$ cat config.mk
export PLATFORM = sky130hd
export DESIGN_NAME = dtcu_top
export DESIGN_NICKNAME = d
export VERILOG_FILES = /design/src/dtcu_pkg.sv /design/src/dtcu_tmr.sv /design/src/dtcu_top.sv
export SDC_FILE = /design/constraint.sdc
export NUM_CORES = 1
export LEC_CHECK = 0
export BUFFER_PORTS_ARGS = -buffer_cell sky130_fd_sc_hd__buf_2
export CORE_ASPECT_RATIO = 2
export CORE_MARGIN = 4
export CORE_UTILIZATION = 30
export CTS_BUF_LIST = sky130_fd_sc_hd__clkbuf_16
export DETAILED_ROUTE_END_ITERATION = 8
export HOLD_SLACK_MARGIN = 0.1
export MAX_ROUTING_LAYER = met4
export PLACE_DENSITY = 0.48
export SLEW_MARGIN = 30
export SYNTH_ARGS = -nofsm -noshare
export SYNTH_HDL_FRONTEND = slang
export SYNTH_SLANG_ARGS = --single-unit
$ cat constraint.sdc
create_clock -name clk_sys -period 1.99 [get_ports clk_sys]
set_clock_uncertainty 0.05 [all_clocks]
set_input_delay 0.0995 -clock clk_sys [delete_from_list [all_inputs] [get_ports clk_sys]]
set_output_delay 0.0995 -clock clk_sys [all_outputs]
set_load 0.05 [all_outputs]
$ cat src/dtcu_pkg.sv
package dtcu_pkg;

  // ==========================================================================
  // Register map (byte addresses, one 32-bit word each).
  localparam logic [3:0] OFF_MODE   = 4'h0;
  localparam logic [3:0] OFF_CTRL   = 4'h4;
  localparam logic [3:0] OFF_COUNT0 = 4'h8;
  localparam logic [3:0] OFF_COUNT1 = 4'hc;

  // ==========================================================================
  // Mode register fields, per timer nibble.
  localparam int MODE_LO_POS   = 0;
  localparam int MODE_HI_POS   = 1;
  localparam int SRC_POS       = 2;
  localparam int GATE_POS      = 3;
  localparam int NIBBLE_W      = 4;

  // Control register fields.
  localparam int RUN0_POS      = 0;
  localparam int RUN1_POS      = 1;
  localparam int OVF0_POS      = 4;
  localparam int OVF1_POS      = 5;
  localparam int OVFH_POS      = 6;

  // ==========================================================================
  // Reset values.
  localparam logic [7:0]  MODE_RST  = 8'h00;
  localparam logic [15:0] COUNT_RST = 16'h0000;

  // ==========================================================================
  // Timing.
  localparam int OSC_PER_MC   = 6;
  localparam int PRESCALE_DIV = 32;

  typedef enum logic [1:0] {
    DTCU_M13 = 2'b00,
    DTCU_M16 = 2'b01,
    DTCU_M8R = 2'b10,
    DTCU_MSP = 2'b11
  } dtcu_mode_e;

  typedef struct packed {
    logic [1:0] mode;
    logic       src_ext;
    logic       gate_en;
  } dtcu_cfg_s;

endpackage

$ cat src/dtcu_tmr.sv
`timescale 1ns/10ps
module dtcu_tmr (
  input  wire logic              clk_sys,
  input  wire logic              rst_n,
  input  wire logic              tick,
  input  wire dtcu_pkg::dtcu_cfg_s cfg,
  input  wire logic              run,
  input  wire logic              gate_lvl,
  input  wire logic              ext_in,
  input  wire logic              halt,
  input  wire logic              wr_en,
  input  wire logic [15:0]       wr_data,
  output logic [15:0]            count_q,
  output logic                   ovf_pulse_q
);

  // ==========================================================================
  // Edge detection and gating.
  logic        ext_s_q;
  logic        ext_s_d;
  logic        ext_fall;
  logic        enable;
  logic        inc;
  logic [15:0] count_d;
  logic        ovf_d;

  always_comb begin
    ext_s_d  = tick ? ext_in : ext_s_q; // RULE_07
    ext_fall = tick && ext_s_q && !ext_in; // RULE_06
    enable   = run && (!cfg.gate_en || gate_lvl) && !halt; // RULE_08 RULE_10
    inc      = enable && (cfg.src_ext ? ext_fall : tick); // RULE_05
  end

  // ==========================================================================
  // Count update per mode.
  always_comb begin
    count_d = count_q;
    ovf_d   = 1'b0;
    if (wr_en) begin
      count_d = wr_data;
    end else if (inc) begin
      case (cfg.mode) // RULE_01
        2'b00: begin // RULE_02
          count_d[4:0] = count_q[4:0] + 5'h01;
          if (count_q[4:0] == 5'(dtcu_pkg::PRESCALE_DIV - 1)) begin
            count_d[15:8] = count_q[15:8] + 8'h01;
            ovf_d         = (count_q[15:8] == 8'hff); // RULE_09
          end
        end
        2'b01: begin
          count_d = count_q + 16'h0001;
          ovf_d   = (count_q == 16'hffff);
        end
        2'b10: begin // RULE_03
          if (count_q[7:0] == 8'hff) begin
            count_d[7:0] = count_q[15:8];
            ovf_d        = 1'b1;
          end else begin
            count_d[7:0] = count_q[7:0] + 8'h01;
          end
        end
        default: begin // RULE_04
          count_d[7:0] = count_q[7:0] + 8'h01;
          ovf_d        = (count_q[7:0] == 8'hff);
        end
      endcase
    end
  end

  always_ff @(posedge clk_sys) begin
    if (!rst_n) begin
      count_q     <= dtcu_pkg::COUNT_RST;
      ext_s_q     <= 1'b0;
      ovf_pulse_q <= 1'b0;
    end else begin
      count_q     <= count_d;
      ext_s_q     <= ext_s_d;
      ovf_pulse_q <= ovf_d;
    end
  end

endmodule

$ cat src/dtcu_top.sv
// Behaviour
// [RULE_01] Two-bit mode field picks mode 0, 1 (16-bit), 2 or 3.
// [RULE_02] Mode 0 is an 8-bit counter behind a divide-by-32 prescaler.
// [RULE_03] Mode 2 is an 8-bit counter reloading an 8-bit value on rollover.
// [RULE_04] Mode 3 splits timer 0 into two 8-bit timers; timer 1 stops.
// [RULE_05] Timer function increments once per machine cycle of six clocks.
// [RULE_06] Counter function increments on falling edges at the external input.
// [RULE_07] Edge recognition takes two machine cycles; source must stay below clk/12.
// [RULE_08] Gate inputs may gate their timer for pulse width measurement.
// [RULE_09] Rollover to zero sets the timer's overflow flag.
// [RULE_10] With gating on, counting needs run set and gate input high.
//
// Chosen here: the placing of the registers and the Wishbone slave port.
`timescale 1ns/10ps
module dtcu_top (
  input  wire logic        clk_sys,
  input  wire logic        rst_n,
  input  wire logic        wb_cyc_i,
  input  wire logic        wb_stb_i,
  input  wire logic        wb_we_i,
  input  wire logic [3:0]  wb_adr_i,
  input  wire logic [3:0]  wb_sel_i,
  input  wire logic [31:0] wb_dat_i,
  output logic [31:0]      wb_dat_o,
  output logic             wb_ack_o,
  input  wire logic        ext_count_in0,
  input  wire logic        ext_count_in1,
  input  wire logic        gate_in0,
  input  wire logic        gate_in1,
  output logic             ovf0_q,
  output logic             ovf1_q
);

  // ==========================================================================
  // Machine-cycle divider.
  logic [2:0] div_q;
  logic [2:0] div_d;
  logic       tick;

  always_comb begin
    tick  = (div_q == 3'(dtcu_pkg::OSC_PER_MC - 1)); // RULE_05
    div_d = tick ? 3'h0 : div_q + 3'h1;
  end

  // ==========================================================================
  // Registers.
  logic [7:0]  timer_mode_reg_q;
  logic [7:0]  timer_mode_reg_d;
  logic [1:0]  run_q;
  logic [1:0]  run_d;
  logic        ovfh_q;
  logic        ovfh_d;
  logic        ovf0_d;
  logic        ovf1_d;
  logic [31:0] dat_d;
  logic        ack_d;
  logic        acc;
  logic        wr;
  logic        wr0;
  logic        wr1;
  logic        wr_hi;
  logic [15:0] cnt0;
  logic [15:0] cnt1;
  logic        p0;
  logic        p1;
  logic        hi_inc;
  logic [15:0] wdat16;
  dtcu_pkg::dtcu_cfg_s cfg0;
  dtcu_pkg::dtcu_cfg_s cfg1;
  logic        split;

  // Mode 3 high half of timer 0: extra 8-bit timer with run1 as control.
  logic [7:0]  hi_q;
  logic [7:0]  hi_d;
  logic        hi_wrap;
  logic        wr_mode;
  logic        wr_ctrl;

  always_ff @(posedge clk_sys) begin
    if (!rst_n) begin
      div_q <= 3'h0;
    end else begin
      div_q <= div_d;
    end
  end

  // ==========================================================================
  // Bus decode and timer configuration.
  always_comb begin
    acc          = wb_cyc_i && wb_stb_i && !wb_ack_o;
    wr           = acc && wb_we_i && wb_sel_i[0];
    cfg0.mode    = {timer_mode_reg_q[dtcu_pkg::MODE_HI_POS],
                    timer_mode_reg_q[dtcu_pkg::MODE_LO_POS]}; // RULE_01
    cfg0.src_ext = timer_mode_reg_q[dtcu_pkg::SRC_POS];
    cfg0.gate_en = timer_mode_reg_q[dtcu_pkg::GATE_POS];
    cfg1.mode    = {timer_mode_reg_q[dtcu_pkg::NIBBLE_W + dtcu_pkg::MODE_HI_POS],
                    timer_mode_reg_q[dtcu_pkg::NIBBLE_W + dtcu_pkg::MODE_LO_POS]};
    cfg1.src_ext = timer_mode_reg_q[dtcu_pkg::NIBBLE_W + dtcu_pkg::SRC_POS];
    cfg1.gate_en = timer_mode_reg_q[dtcu_pkg::NIBBLE_W + dtcu_pkg::GATE_POS];
    split        = (cfg0.mode == 2'b11); // RULE_04
    wdat16       = {wb_sel_i[1] ? wb_dat_i[15:8] : 8'h00, wb_dat_i[7:0]};
    wr0          = wr && (wb_adr_i == dtcu_pkg::OFF_COUNT0);
    wr1          = wr && (wb_adr_i == dtcu_pkg::OFF_COUNT1);
    wr_hi        = wr0 && wb_sel_i[1] && split;
    wr_mode      = wr && (wb_adr_i == dtcu_pkg::OFF_MODE);
    wr_ctrl      = wr && (wb_adr_i == dtcu_pkg::OFF_CTRL);
  end

  // ==========================================================================
  // Mode and run control.
  always_comb begin
    timer_mode_reg_d = wr_mode ? wb_dat_i[7:0] : timer_mode_reg_q;
    run_d            = wr_ctrl ? wb_dat_i[dtcu_pkg::RUN1_POS:dtcu_pkg::RUN0_POS] : run_q;
  end

  always_ff @(posedge clk_sys) begin
    if (!rst_n) begin
      timer_mode_reg_q <= dtcu_pkg::MODE_RST;
      run_q            <= 2'b00;
    end else begin
      timer_mode_reg_q <= timer_mode_reg_d;
      run_q            <= run_d;
    end
  end

  // ==========================================================================
  // Free 8-bit timer in the high half of timer 0 while split.
  always_comb begin
    hi_inc = split && run_q[1] && tick; // RULE_04
    hi_d   = hi_q;
    if (wr_hi) begin
      hi_d = wb_dat_i[15:8];
    end else if (hi_inc) begin
      hi_d = hi_q + 8'h01;
    end
  end

  always_ff @(posedge clk_sys) begin
    if (!rst_n) begin
      hi_q <= 8'h00;
    end else begin
      hi_q <= hi_d;
    end
  end

  // ==========================================================================
  // Sticky overflow flags; a set wins over a clear in the same cycle.
  always_comb begin
    hi_wrap = hi_inc && (hi_q == 8'hff);
    ovf0_d  = ovf0_q | p0; // RULE_09
    ovf1_d  = ovf1_q | (p1 && !split);
    ovfh_d  = ovfh_q | hi_wrap;
    if (wr_ctrl && wb_dat_i[dtcu_pkg::OVF0_POS]) begin
      ovf0_d = p0;
    end
    if (wr_ctrl && wb_dat_i[dtcu_pkg::OVF1_POS]) begin
      ovf1_d = p1 && !split;
    end
    if (wr_ctrl && wb_dat_i[dtcu_pkg::OVFH_POS]) begin
      ovfh_d = hi_wrap;
    end
  end

  always_ff @(posedge clk_sys) begin
    if (!rst_n) begin
      ovf0_q <= 1'b0;
      ovf1_q <= 1'b0;
      ovfh_q <= 1'b0;
    end else begin
      ovf0_q <= ovf0_d;
      ovf1_q <= ovf1_d;
      ovfh_q <= ovfh_d;
    end
  end

  // ==========================================================================
  // Bus response.
  always_comb begin
    ack_d = acc;
    dat_d = wb_dat_o;
    if (acc) begin
      case (wb_adr_i)
        dtcu_pkg::OFF_MODE:   dat_d = {24'h0, timer_mode_reg_q};
        dtcu_pkg::OFF_CTRL:   dat_d = {25'h0, ovfh_q, ovf1_q, ovf0_q, 2'b00, run_q};
        dtcu_pkg::OFF_COUNT0: dat_d = {16'h0, split ? hi_q : cnt0[15:8], cnt0[7:0]};
        dtcu_pkg::OFF_COUNT1: dat_d = {16'h0, cnt1};
        default:              dat_d = 32'h0;
      endcase
    end
  end

  always_ff @(posedge clk_sys) begin
    if (!rst_n) begin
      wb_ack_o <= 1'b0;
      wb_dat_o <= 32'h0;
    end else begin
      wb_ack_o <= ack_d;
      wb_dat_o <= dat_d;
    end
  end

  // ==========================================================================
  // Timer instances.
  dtcu_tmr u_tmr0 (
    .clk_sys     (clk_sys),
    .rst_n       (rst_n),
    .tick        (tick),
    .cfg         (cfg0),
    .run         (run_q[0]),
    .gate_lvl    (gate_in0),
    .ext_in      (ext_count_in0),
    .halt        (1'b0),
    .wr_en       (wr0),
    .wr_data     (wdat16),
    .count_q     (cnt0),
    .ovf_pulse_q (p0)
  );

  dtcu_tmr u_tmr1 (
    .clk_sys     (clk_sys),
    .rst_n       (rst_n),
    .tick        (tick),
    .cfg         (cfg1),
    .run         (run_q[1]),
    .gate_lvl    (gate_in1),
    .ext_in      (ext_count_in1),
    .halt        (split || cfg1.mode == 2'b11), // RULE_04
    .wr_en       (wr1),
    .wr_data     (wdat16),
    .count_q     (cnt1),
    .ovf_pulse_q (p1)
  );

endmodule

==> flow_metrics.env, run 1 <==
export IMPL_ctsLongestPathBuffers=2
export IMPL_vias=5085
export IMPL_timing_max_transition_violations_final=0
export IMPL_clk_latency_ns=0.35
export IMPL_synthDominantCellAreaShare_pct=32.3
export IMPL_instances_no_fill=933
export IMPL_crit_path_cell_trace="dlygate4sd3_1 > buf_2 > nand2b_1 > a221o_1 > buf_6 > or3_4 > a21boi_4 > o31ai_2"
export IMPL_crit_path_top_delay_cell="sky130_fd_sc_hd__dlygate4sd3_1"
export IMPL_area_growth_synth_to_final_pct=36.5
export IMPL_antenna_violations_before_repair=0
export IMPL_drt_total_wl_um=18700
export IMPL_arrival_ns=2.18
export IMPL_vdd_ir_drop_max_mv=0.383
export IMPL_crit_path_max_fanout=2
export IMPL_synth_cell_area_um2=4770
export IMPL_max_cap_violations=0
export IMPL_p_clk_share_pct=47.4
export IMPL_route_detailed_vias_per_inst=5.45
export IMPL_vias_in_the_first_global_route=5241
export IMPL_netlist_top_cells_area="sky130_fd_sc_hd__dfxtp_1, sky130_fd_sc_hd__nand2_1, sky130_fd_sc_hd__ha_1"
export IMPL_cpPeakStageDelay_ns=0.53
export IMPL_yosysSeqAreaShare_pct=32.3
export IMPL_report_power_total_mw=3.71
export IMPL_final_hold_violating_endpoints=0
export IMPL_clk_root_buffer_cell="sky130_fd_sc_hd__clkbuf_16"
export IMPL_post_synth_top_area_cell="sky130_fd_sc_hd__dfxtp_1"
export IMPL_powerDensity_nw_per_um2=570
export IMPL_grt_setup_unrepaired="yes"
export IMPL_syn_instance_count=589
export IMPL_netlist_cell_type_count=68
export IMPL_drt_iter0_drcs=275
export IMPL_fp_dieArea_um2=18100
export IMPL_cts_buffers_inserted=9
export IMPL_max_frequency_mhz=506
export IMPL_yosys_top_cells_count="sky130_fd_sc_hd__dfxtp_1, sky130_fd_sc_hd__nand2_1, sky130_fd_sc_hd__nor2_1"
export IMPL_routabilityCongestion=1.02
export IMPL_rows=65
export IMPL_dieWidth_um=97.2
export IMPL_synth_top_flop_cell="sky130_fd_sc_hd__dfxtp_1"
export IMPL_remaining_drc_errors=0
export IMPL_holdCritPathClass="input pin to flip-flop"
export IMPL_drt_wirelength_per_cell_um=20.0
export IMPL_drive_gt1_share_pct=29.9
export IMPL_combinationalPowerShare_pct=10.2
export IMPL_first_pass_grt_wire_length_um=29300
export IMPL_worst_r2r_path_depth=8
export IMPL_grt_total_usage_pct=21.2
export IMPL_floorplan_io_pins=84
export IMPL_dr_pass1_iters=4
export IMPL_yosysMostFrequentCell="sky130_fd_sc_hd__dfxtp_1"
export IMPL_grt_remaining_overflow=0
export IMPL_final_nets=794
export IMPL_worst_r2r_setup_slack_ns=0.02
export IMPL_min_delay_path_depth=3
export IMPL_outcome="finished, final reports clean"
export IMPL_ys_warnings_count=0
export IMPL_postSynthRegisterBits=77
export IMPL_fp_dieH_um=186
export IMPL_crit_path_end_kind="flip-flop"
export IMPL_power_switching_share_pct=25.6
export IMPL_layout_min_cycle_time_ns=1.98
export IMPL_setup_worst_path_class="input pin to flip-flop"
export IMPL_start_util_pct=30.4
export IMPL_power_switching_uw=949
export IMPL_synth_edff_count=0
export IMPL_clkTransAtPathRegs_ns=0.06
export IMPL_fin_crit_sh_pct=99.3
export IMPL_power_report_internal_total_mw=2.76
export IMPL_setup_viol=0
export IMPL_numClockSinks=77
export IMPL_placedCellCount=892
export IMPL_n_antenna_cell=0
export IMPL_pwr_share_seq_pct=42.4
export IMPL_cts_tree="built"
export IMPL_mean_instance_size_in_the_synthesized_netlist_um2=8.10
export IMPL_leakage_nw=2.56
export IMPL_core_um2=15700
export IMPL_cts_htree_levels=3
export IMPL_post_dp_hpwl_um=14800
export IMPL_antenna_left=0
export IMPL_port_buffers=49
export IMPL_critical_path_required_ns=2.19
export IMPL_grt_start_max_net_pins=23
export IMPL_startpoint_type_of_the_worst_setup_path="input pin"
export IMPL_synth_async_sr_flop_share_pct=0
[power groups by stage]
stage | clock network, mW | logic, mW | registers, mW
finish | 1.76 | 0.379 | 1.57
global route | 1.85 | 0.403 | 1.58
CTS | 1.79 | 0.374 | 1.57
detailed placement | 0 | 0.340 | 1.61
global placement | 0 | 0.339 | 1.61
floorplan | 0 | 0.196 | 1.64
[state kept, by name, indices dropped and copies added (netlist names), 2 cells and up]
name	count
run_q	2
div_q	3
u_tmr1.count_q	16
timer_mode_reg_q	8
u_tmr0.count_q	16
wb_dat_o	16
hi_q	8
[layer usage]
metal	track usage (%)	share of wire (%)	vias up
li1	-	-	2426
met2	38.7	55	167
met5	-	0	-
met4	11.6	4.6	0
met3	2.84	3.6	46
met1	21.6	37	2446
[cells by family (layout without fill, tap and decap cells)]
| group | Yosys count | after routing | share of synthesized area (%) |
|---|---|---|---|
| adders and majority gates | 17 | 17 | 4.46 |
| other | 1 | 16 | 0.0786 |
| DFF | 77 | 77 | 32.3 |
| and+or+nand+nor | 238 | 238 | 25.1 |
| muxes | 26 | 26 | 7.10 |
| buffers and inverters | 66 | 194 | 6.82 |
| xor gates and xnor gates | 19 | 19 | 3.49 |
| AOI/OAI and AO/OA | 145 | 145 | 20.6 |
[final timing paths]
path,from,to
worst min register to register,u_tmr1.ext_s_q,u_tmr1.ext_s_q
worst min-delay path,wb_sel_i[1],u_tmr0.count_q[8]
worst max register to register,div_q[1],u_tmr0.count_q[7]
worst max-delay path,ext_count_in0,u_tmr0.count_q[7]
[metrics by stage]
step                      setup TNS, ns  area (um^2)  hold WS [ns]  setup slack, ns  utilization (%)
after floorplan                       0         4830         0.182          0.00106                -
after global placement           -0.242         5740         0.313          -0.0718             36.6
after detailed placement         -0.591         5740         0.329           -0.123             36.6
after CTS                      -0.00155         6350         0.154         -0.00155             40.5
after global routing             -0.466         6520         0.177          -0.0830             41.5
final                                 0         6520         0.152           0.0143             41.5
[area by class of cell]
class / count / area, um^2
timing repair buffer: 164 / 1170
tap: 201 / 251
fill: 1595 / 9180
sequential: 77 / 1560
inverter: 15 / 56.3
clock buffer: 9 / 225
multi-input combinational: 461 / 3170
clock inverter: 6 / 80.1
[repair_timing]
| action | 4_1_cts | 5_1_grt |
|---|---|---|
| gates resized for setup | 26 | 33 |
| cloned | 0 | 0 |
| hold buffers | 20 | 0 |
| buffers inserted | 2 | 4 |
| hold endpoints to repair | 33 | 0 |
| setup endpoints to repair | 12 | 17 |
| pin swaps | 8 | 12 |
[critical path, delay by kind of cell]
family,cells,cell delay [ns]
AO/OA/AOI/OAI,3,0.78
buffers and inverters,3,0.80
AND/OR/NAND/NOR,2,0.49
[cell usage in the layout, fill, tap and decap left out, drive strengths merged, types with 8 or more instances in the layout]
cell type / count
buf: 144
dfxtp: 77
nand2: 62
nor2: 50
o21ai: 33
nand3: 31
a21oi: 26
nor3: 20
dlygate4sd3: 20
ha: 17
conb: 16
nand4: 15
inv: 15
and3: 13
a31oi: 12
xnor2: 12
a221oi: 12
mux2i: 11
mux2: 10
clkbuf: 9
or3: 9
a22oi: 8
No activity file was read; power rests on OpenSTA's default activity.
==> inputs of run 2 (changes only) <==
--- a/config.mk
+++ b/config.mk
@@ -5,6 +5,7 @@
 export SDC_FILE = /design/constraint.sdc
 export NUM_CORES = 1
 export LEC_CHECK = 0
+export ABC_AREA = 1
 export BUFFER_PORTS_ARGS = -buffer_cell sky130_fd_sc_hd__buf_2
 export CORE_ASPECT_RATIO = 2
 export CORE_MARGIN = 4
@@ -13,7 +14,7 @@
 export DETAILED_ROUTE_END_ITERATION = 8
 export HOLD_SLACK_MARGIN = 0.1
 export MAX_ROUTING_LAYER = met4
-export PLACE_DENSITY = 0.48
+export PLACE_DENSITY = 0.47
 export SLEW_MARGIN = 30
 export SYNTH_ARGS = -nofsm -noshare
 export SYNTH_HDL_FRONTEND = slang
==> flow_metrics.env, run 2 <==
export IMPL_worst_r2r_setup_slack_ns=0.11
export IMPL_worst_path_dominant_cell_family="compound AO/OA/AOI/OAI gates"
export IMPL_max_slew_worst_pin_slew_ns=0.487
export IMPL_synth_top_flop_cell="sky130_fd_sc_hd__dfxtp_1"
export IMPL_route_detailed_vias_per_inst=4.99
export IMPL_rows=68
export IMPL_utilization_pct=37.4
export IMPL_holdCritPathClass="input pin to flip-flop"
export IMPL_crit_path_top_delay_cell="sky130_fd_sc_hd__dfxtp_2"
export IMPL_powerDensity_nw_per_um2=561
export IMPL_dieWidth_um=102
export IMPL_report_power_total_mw=3.64
export IMPL_place_worst_setup_slack_ns=0.0546
export IMPL_floorplan_io_pins=84
export IMPL_cpPeakStageDelay_ns=0.34
export IMPL_postSynthRegisterBits=77
export IMPL_clk_root_buffer_cell="sky130_fd_sc_hd__clkbuf_16"
export IMPL_clk_latency_ns=0.35
export IMPL_post_dp_hpwl_um=16300
export IMPL_setup_viol=0
export IMPL_max_frequency_mhz=532
export IMPL_mean_instance_size_in_the_synthesized_netlist_um2=6.21
export IMPL_startpoint_type_of_the_worst_setup_path="flip-flop"
export IMPL_crit_path_end_kind="flip-flop"
export IMPL_global_route_usage_met3_pct=2.23
export IMPL_ys_warnings_count=0
export IMPL_yosys_top_cells_count="sky130_fd_sc_hd__nand2_1, sky130_fd_sc_hd__inv_1, sky130_fd_sc_hd__nor2_1"
export IMPL_final_common_cell="sky130_fd_sc_hd__nand2_1"
export IMPL_synthDominantCellAreaShare_pct=28.9
export IMPL_n_antenna_cell=0
export IMPL_clkTransAtPathRegs_ns=0.06
export IMPL_start_util_pct=30.8
export IMPL_totalNegativeSetupSlack_ns=0
export IMPL_cts_buffers_inserted=9
export IMPL_crit_path_cell_trace="ha_2 > nand2_2 > nor2_4 > ha_1 > inv_1 > a21oi_2 > nand3_2 > nand2_4 > buf_4 > o21ai_0 > a31oi_1"
export IMPL_yosysMostFrequentCell="sky130_fd_sc_hd__nand2_1"
export IMPL_netlist_top_cells_area="sky130_fd_sc_hd__dfxtp_1, sky130_fd_sc_hd__nand2_1, sky130_fd_sc_hd__inv_1"
export IMPL_arrival_ns=2.11
export IMPL_max_cap_violations=0
export IMPL_vias=5833
export IMPL_outcome="finished, final reports clean"
export IMPL_yosysSeqAreaShare_pct=28.9
export IMPL_top_usage_layer="met2"
export IMPL_fin_worst_hold_slack_ns=0.114
export IMPL_grt_util_met1_pct=20.8
export IMPL_antenna_violations_before_repair=0
export IMPL_post_synth_top_area_cell="sky130_fd_sc_hd__dfxtp_1"
export IMPL_antenna_left=0
export IMPL_met2_usage_pct=40.6
export IMPL_grt_start_max_net_pins=34
export IMPL_ctsLongestPathBuffers=2
export IMPL_fin_crit_sh_pct=94.5
export IMPL_numClockSinks=77
export IMPL_crit_path_max_fanout=5
export IMPL_cts_htree_levels=3
export IMPL_drive_gt1_share_pct=16.2
export IMPL_setup_worst_path_class="flip-flop to flip-flop"
export IMPL_grt_remaining_overflow=0
export IMPL_remaining_drc_errors=0
export IMPL_syn_instance_count=860
export IMPL_leakage_nw=2.82
export IMPL_area_growth_synth_to_final_pct=21.6
export IMPL_port_buffers=49
export IMPL_timing_max_transition_violations_final=0
export IMPL_layout_setup_ws_ns=0.110
export IMPL_synth_cell_area_um2=5340
export IMPL_routabilityCongestion=0.942
export IMPL_core_um2=17400
export IMPL_synth_async_sr_flop_share_pct=0
export IMPL_first_pass_grt_wire_length_um=31100
export IMPL_worstPathBufferInverterCount=2
export IMPL_layout_top_registers="u_tmr0.count_q x16, u_tmr1.count_q x16, wb_dat_o x16"
export IMPL_cts_tree="built"
export IMPL_fp_dieH_um=197
export IMPL_layout_min_cycle_time_ns=1.88
export IMPL_fp_dieArea_um2=20100
export IMPL_final_hold_violating_endpoints=0
export IMPL_drt_wirelength_per_cell_um=17.5
export IMPL_final_nets=1020
export IMPL_relSlewSlack_pct=67.2
export IMPL_drt_total_wl_um=20500
export IMPL_grt_total_usage_pct=21.3
export IMPL_critical_path_required_ns=2.22
export IMPL_layout_common_cells="sky130_fd_sc_hd__nand2_1, sky130_fd_sc_hd__inv_1, sky130_fd_sc_hd__nor2_1"
export IMPL_dr_pass1_iters=5
export IMPL_vias_in_the_first_global_route=5696
export IMPL_vdd_ir_drop_max_mv=0.382
export IMPL_drt_iter0_drcs=276
export IMPL_synth_edff_count=0
export IMPL_netlist_cell_type_count=39
## run 2: kinds of logic after synthesis
logic type / Yosys count / share of synthesized area, %
AOI/OAI and AO/OA: 168 / 16.7
xor gates and xnor gates: 12 / 1.97
adders and majority gates: 17 / 3.98
buffers and inverters: 150 / 12.9
DFF: 77 / 28.9
other: 1 / 0.0702
and+or+nand+nor: 435 / 35.4
## run 2: worst paths after layout
kind / start / to / cells after the start
worst max-delay path: u_tmr0.count_q[1] / u_tmr0.count_q[8] / 11
worst min-delay path: wb_dat_i[13] / hi_q[5] / 5
worst min register to register: u_tmr0.ovf_pulse_q / ovf0_q / 2
worst max register to register: u_tmr0.count_q[1] / u_tmr0.count_q[8] / 11
## run 2: layout make-up
class                           count  area [um^2]
Tap cell                          210          263
Sequential cell                    77         1550
Multi-Input combinational cell    648         3220
Clock buffer                        9          225
Timing Repair Buffer              109          743
Inverter                          109          412
Clock inverter                      7         83.8
Fill cell                        1969        10900
## run 2: per-stage QoR
| stage | std cells | cell area [um^2] |
|---|---|---|
| after detailed placement | 1135 | 5940 |
| after floorplan | 875 | 5400 |
| after CTS | 1165 | 6390 |
| final | 1169 | 6490 |
| after global routing | 1169 | 6490 |
| after global placement | 1135 | 5940 |
## run 2: where the power goes
group | switching (mW) | internal (mW) | total (mW)
Combinational | 0.207 | 0.0764 | 0.284
Clock | 0.718 | 1.08 | 1.80
Sequential | 0.00673 | 1.55 | 1.56
## run 2: timing repair
item,4_1_cts,5_1_grt
endpoints found under the setup margin,0,20
hold buffers,14,0
setup buffers,0,4
resized for setup,0,23
hold endpoints to repair,20,0
## run 2: worst min-delay path: stages
cell and delay (ns):
sky130_fd_sc_hd__buf_2 0.10, sky130_fd_sc_hd__nand2_1 0.05, sky130_fd_sc_hd__inv_1 0.09, sky130_fd_sc_hd__nand2_1 0.08, sky130_fd_sc_hd__a21oi_1 0.05
## run 2: metal layers
layer,share of wire (%),up-vias
met5,0,-
met4,4.1,0
met3,3.2,45
met2,58,148
met1,35,2718
li1,-,2922
==> inputs of run 3 (changes only) <==
--- a/config.mk
+++ b/config.mk
@@ -7,7 +7,7 @@
 export LEC_CHECK = 0
 export ABC_AREA = 1
 export BUFFER_PORTS_ARGS = -buffer_cell sky130_fd_sc_hd__buf_2
-export CORE_ASPECT_RATIO = 2
+export CORE_ASPECT_RATIO = 1.5
 export CORE_MARGIN = 4
 export CORE_UTILIZATION = 30
 export CTS_BUF_LIST = sky130_fd_sc_hd__clkbuf_16
==> flow_metrics.env, run 3 (same netlist as run 2, synthesis figures left out) <==
export IMPL_layout_setup_ws_ns=0.0851
export IMPL_worstReg2RegEnd="u_tmr1.count_q[9]"
export IMPL_grt_remaining_overflow=0
export IMPL_crit_path_cell_trace="ha_4 > nand2_2 > nor2_4 > ha_2 > nor2_1 > nor2_1 > nand4_1 > nand2_2 > buf_4 > o21ai_0 > nor2_1 > nor2_1"
export IMPL_place_worst_setup_slack_ns=0.0671
export IMPL_holdCritPathClass="input pin to flip-flop"
export IMPL_clk_latency_ns=0.34
export IMPL_first_pass_grt_wire_length_um=29800
export IMPL_worst_r2r_setup_slack_ns=0.09
export IMPL_layout_min_cycle_time_ns=1.90
export IMPL_clk_root_buffer_cell="sky130_fd_sc_hd__clkbuf_16"
export IMPL_vias=5781
export IMPL_fin_crit_sh_pct=95.7
export IMPL_worstPathBufferInverterCount=1
export IMPL_n_antenna_cell=0
export IMPL_combinationalPowerShare_pct=8.0
export IMPL_antenna_left=0
export IMPL_post_dp_hpwl_um=15200
export IMPL_clkTransAtPathRegs_ns=0.06
export IMPL_vias_in_the_first_global_route=5483
export IMPL_outcome="finished, final reports clean"
export IMPL_crit_path_top_delay_cell="sky130_fd_sc_hd__dfxtp_2"
export IMPL_remaining_drc_errors=0
export IMPL_instances_no_fill=1170
export IMPL_drt_wirelength_per_cell_um=16.6
export IMPL_placedCellCount=1137
export IMPL_crit_path_max_fanout=5
export IMPL_utilization_pct=37.1
export IMPL_r2r_start="u_tmr1.count_q[1]"
export IMPL_ctsLongestPathBuffers=2
export IMPL_route_detailed_vias_per_inst=4.94
export IMPL_layout_top_registers="u_tmr0.count_q x16, u_tmr1.count_q x16, wb_dat_o x16"
export IMPL_max_frequency_mhz=525
export IMPL_final_nets=1018
export IMPL_cts_buffers_inserted=9
export IMPL_worstHoldEndpoint="ovf1_q"
export IMPL_routabilityCongestion=0.882
export IMPL_critical_path_required_ns=2.15
export IMPL_start_util_pct=30.7
export IMPL_powerDensity_nw_per_um2=545
export IMPL_fp_dieArea_um2=20000
export IMPL_max_cap_violations=0
export IMPL_worst_path_dominant_cell_family="simple AND/OR/NAND/NOR gates"
export IMPL_leakage_nw=2.79
export IMPL_grt_start_max_net_pins=34
export IMPL_power_report_internal_total_mw=2.59
export IMPL_cts_tree="built"
export IMPL_relSlewSlack_pct=67.0
export IMPL_timing_hold_worst_start="wb_dat_i[5]"
export IMPL_rows=59
export IMPL_floorplan_io_pins=84
export IMPL_area_growth_synth_to_final_pct=20.9
export IMPL_max_slew_worst_pin_slew_ns=0.489
export IMPL_min_delay_path_depth=4
export IMPL_worst_r2r_path_depth=12
export IMPL_drt_total_wl_um=19400
export IMPL_pwr_share_seq_pct=44.2
export IMPL_critical_path_most_common_cell="sky130_fd_sc_hd__nor2_1"
export IMPL_antenna_violations_before_repair=0
export IMPL_totalNegativeSetupSlack_ns=0
export IMPL_setup_worst_path_class="flip-flop to flip-flop"
export IMPL_dr_pass1_iters=5
export IMPL_port_buffers=49
export IMPL_vdd_ir_drop_max_mv=0.347
export IMPL_timing_max_transition_violations_final=0
export IMPL_numClockSinks=77
export IMPL_layout_common_cells="sky130_fd_sc_hd__nand2_1, sky130_fd_sc_hd__inv_1, sky130_fd_sc_hd__nor2_1"
export IMPL_fp_dieH_um=171
export IMPL_power_switching_uw=930
export IMPL_grt_total_usage_pct=20.1
export IMPL_startpoint_type_of_the_worst_setup_path="flip-flop"
export IMPL_crit_path_end_kind="flip-flop"
export IMPL_dieWidth_um=117
export IMPL_core_um2=17400
export IMPL_drt_iter0_drcs=392
export IMPL_final_hold_violating_endpoints=0
export IMPL_report_power_total_mw=3.52
export IMPL_power_switching_share_pct=26.4
export IMPL_cts_htree_levels=3
export IMPL_drive_gt1_share_pct=16.1
export IMPL_setup_viol=0
export IMPL_arrival_ns=2.07
export IMPL_p_clk_share_pct=47.8
export IMPL_final_common_cell="sky130_fd_sc_hd__nand2_1"
export IMPL_cpPeakStageDelay_ns=0.35
[run 3: worst register-to-register path: cells and delay by family (launching register included)]
family          cells  cell delay [ns]
compound gates      1             0.07
fa+ha+maj           2             0.32
buf+inv             1             0.14
flops               1             0.35
simple gates        8             0.85
[run 3: metrics by stage]
stage	hold WS, ns	instance area [um^2]
final	0.0978	6460
after global routing	0.160	6460
after floorplan	0.184	5400
after global placement	0.311	5940
after CTS	0.104	6360
after detailed placement	0.323	5940
[run 3: final cells by class]
type	count	area [um^2]
clock buffer	9	225
clock inverter	7	67.6
fill	1963	11000
inverter	109	412
multi-input combinational	649	3240
sequential	77	1540
tap	213	267
timing repair buffer	106	706
[run 3: layer usage]
metal / wire (um) / track usage (%) / part of all wire [%]
met1: 7640 / 22.2 / 39
met2: 10400 / 35.6 / 53
met3: 589 / 2.25 / 3.0
met4: 839 / 9.13 / 4.3
met5: 0 / - / 0
[run 3: power by group through the flow]
stage / sequential, mW / clock [mW] / combinational [mW]
6_report: 1.56 / 1.68 / 0.281
5_1_grt: 1.56 / 1.77 / 0.303
4_1_cts: 1.56 / 1.71 / 0.281
3_5_place_dp: 1.59 / 0 / 0.261
3_3_place_gp: 1.59 / 0 / 0.262
2_1_floorplan: 1.59 / 0 / 0.182
[run 3: worst max path at each step]
stage	from	endpoint	slack (ns)	cells past startpoint
detailed placement	u_tmr1.count_q[0]	u_tmr1.count_q[11]	0.07	12
global placement	u_tmr1.count_q[0]	u_tmr1.count_q[10]	0.10	12
finish	u_tmr1.count_q[1]	u_tmr1.count_q[9]	0.09	12
global route	u_tmr1.count_q[1]	u_tmr1.count_q[9]	-0.03	12
floorplan	wb_ack_o	u_tmr1.count_q[10]	0.20	9
CTS	u_tmr1.count_q[0]	u_tmr1.count_q[10]	0.05	12
[run 3: repair_timing]
| action | in CTS | in global routing |
|---|---|---|
| resized for setup | 0 | 22 |
| buffers inserted | 0 | 3 |
| setup endpoints to repair | 0 | 18 |
| hold endpoints to repair | 18 | 0 |
| hold buffers | 13 | 0 |
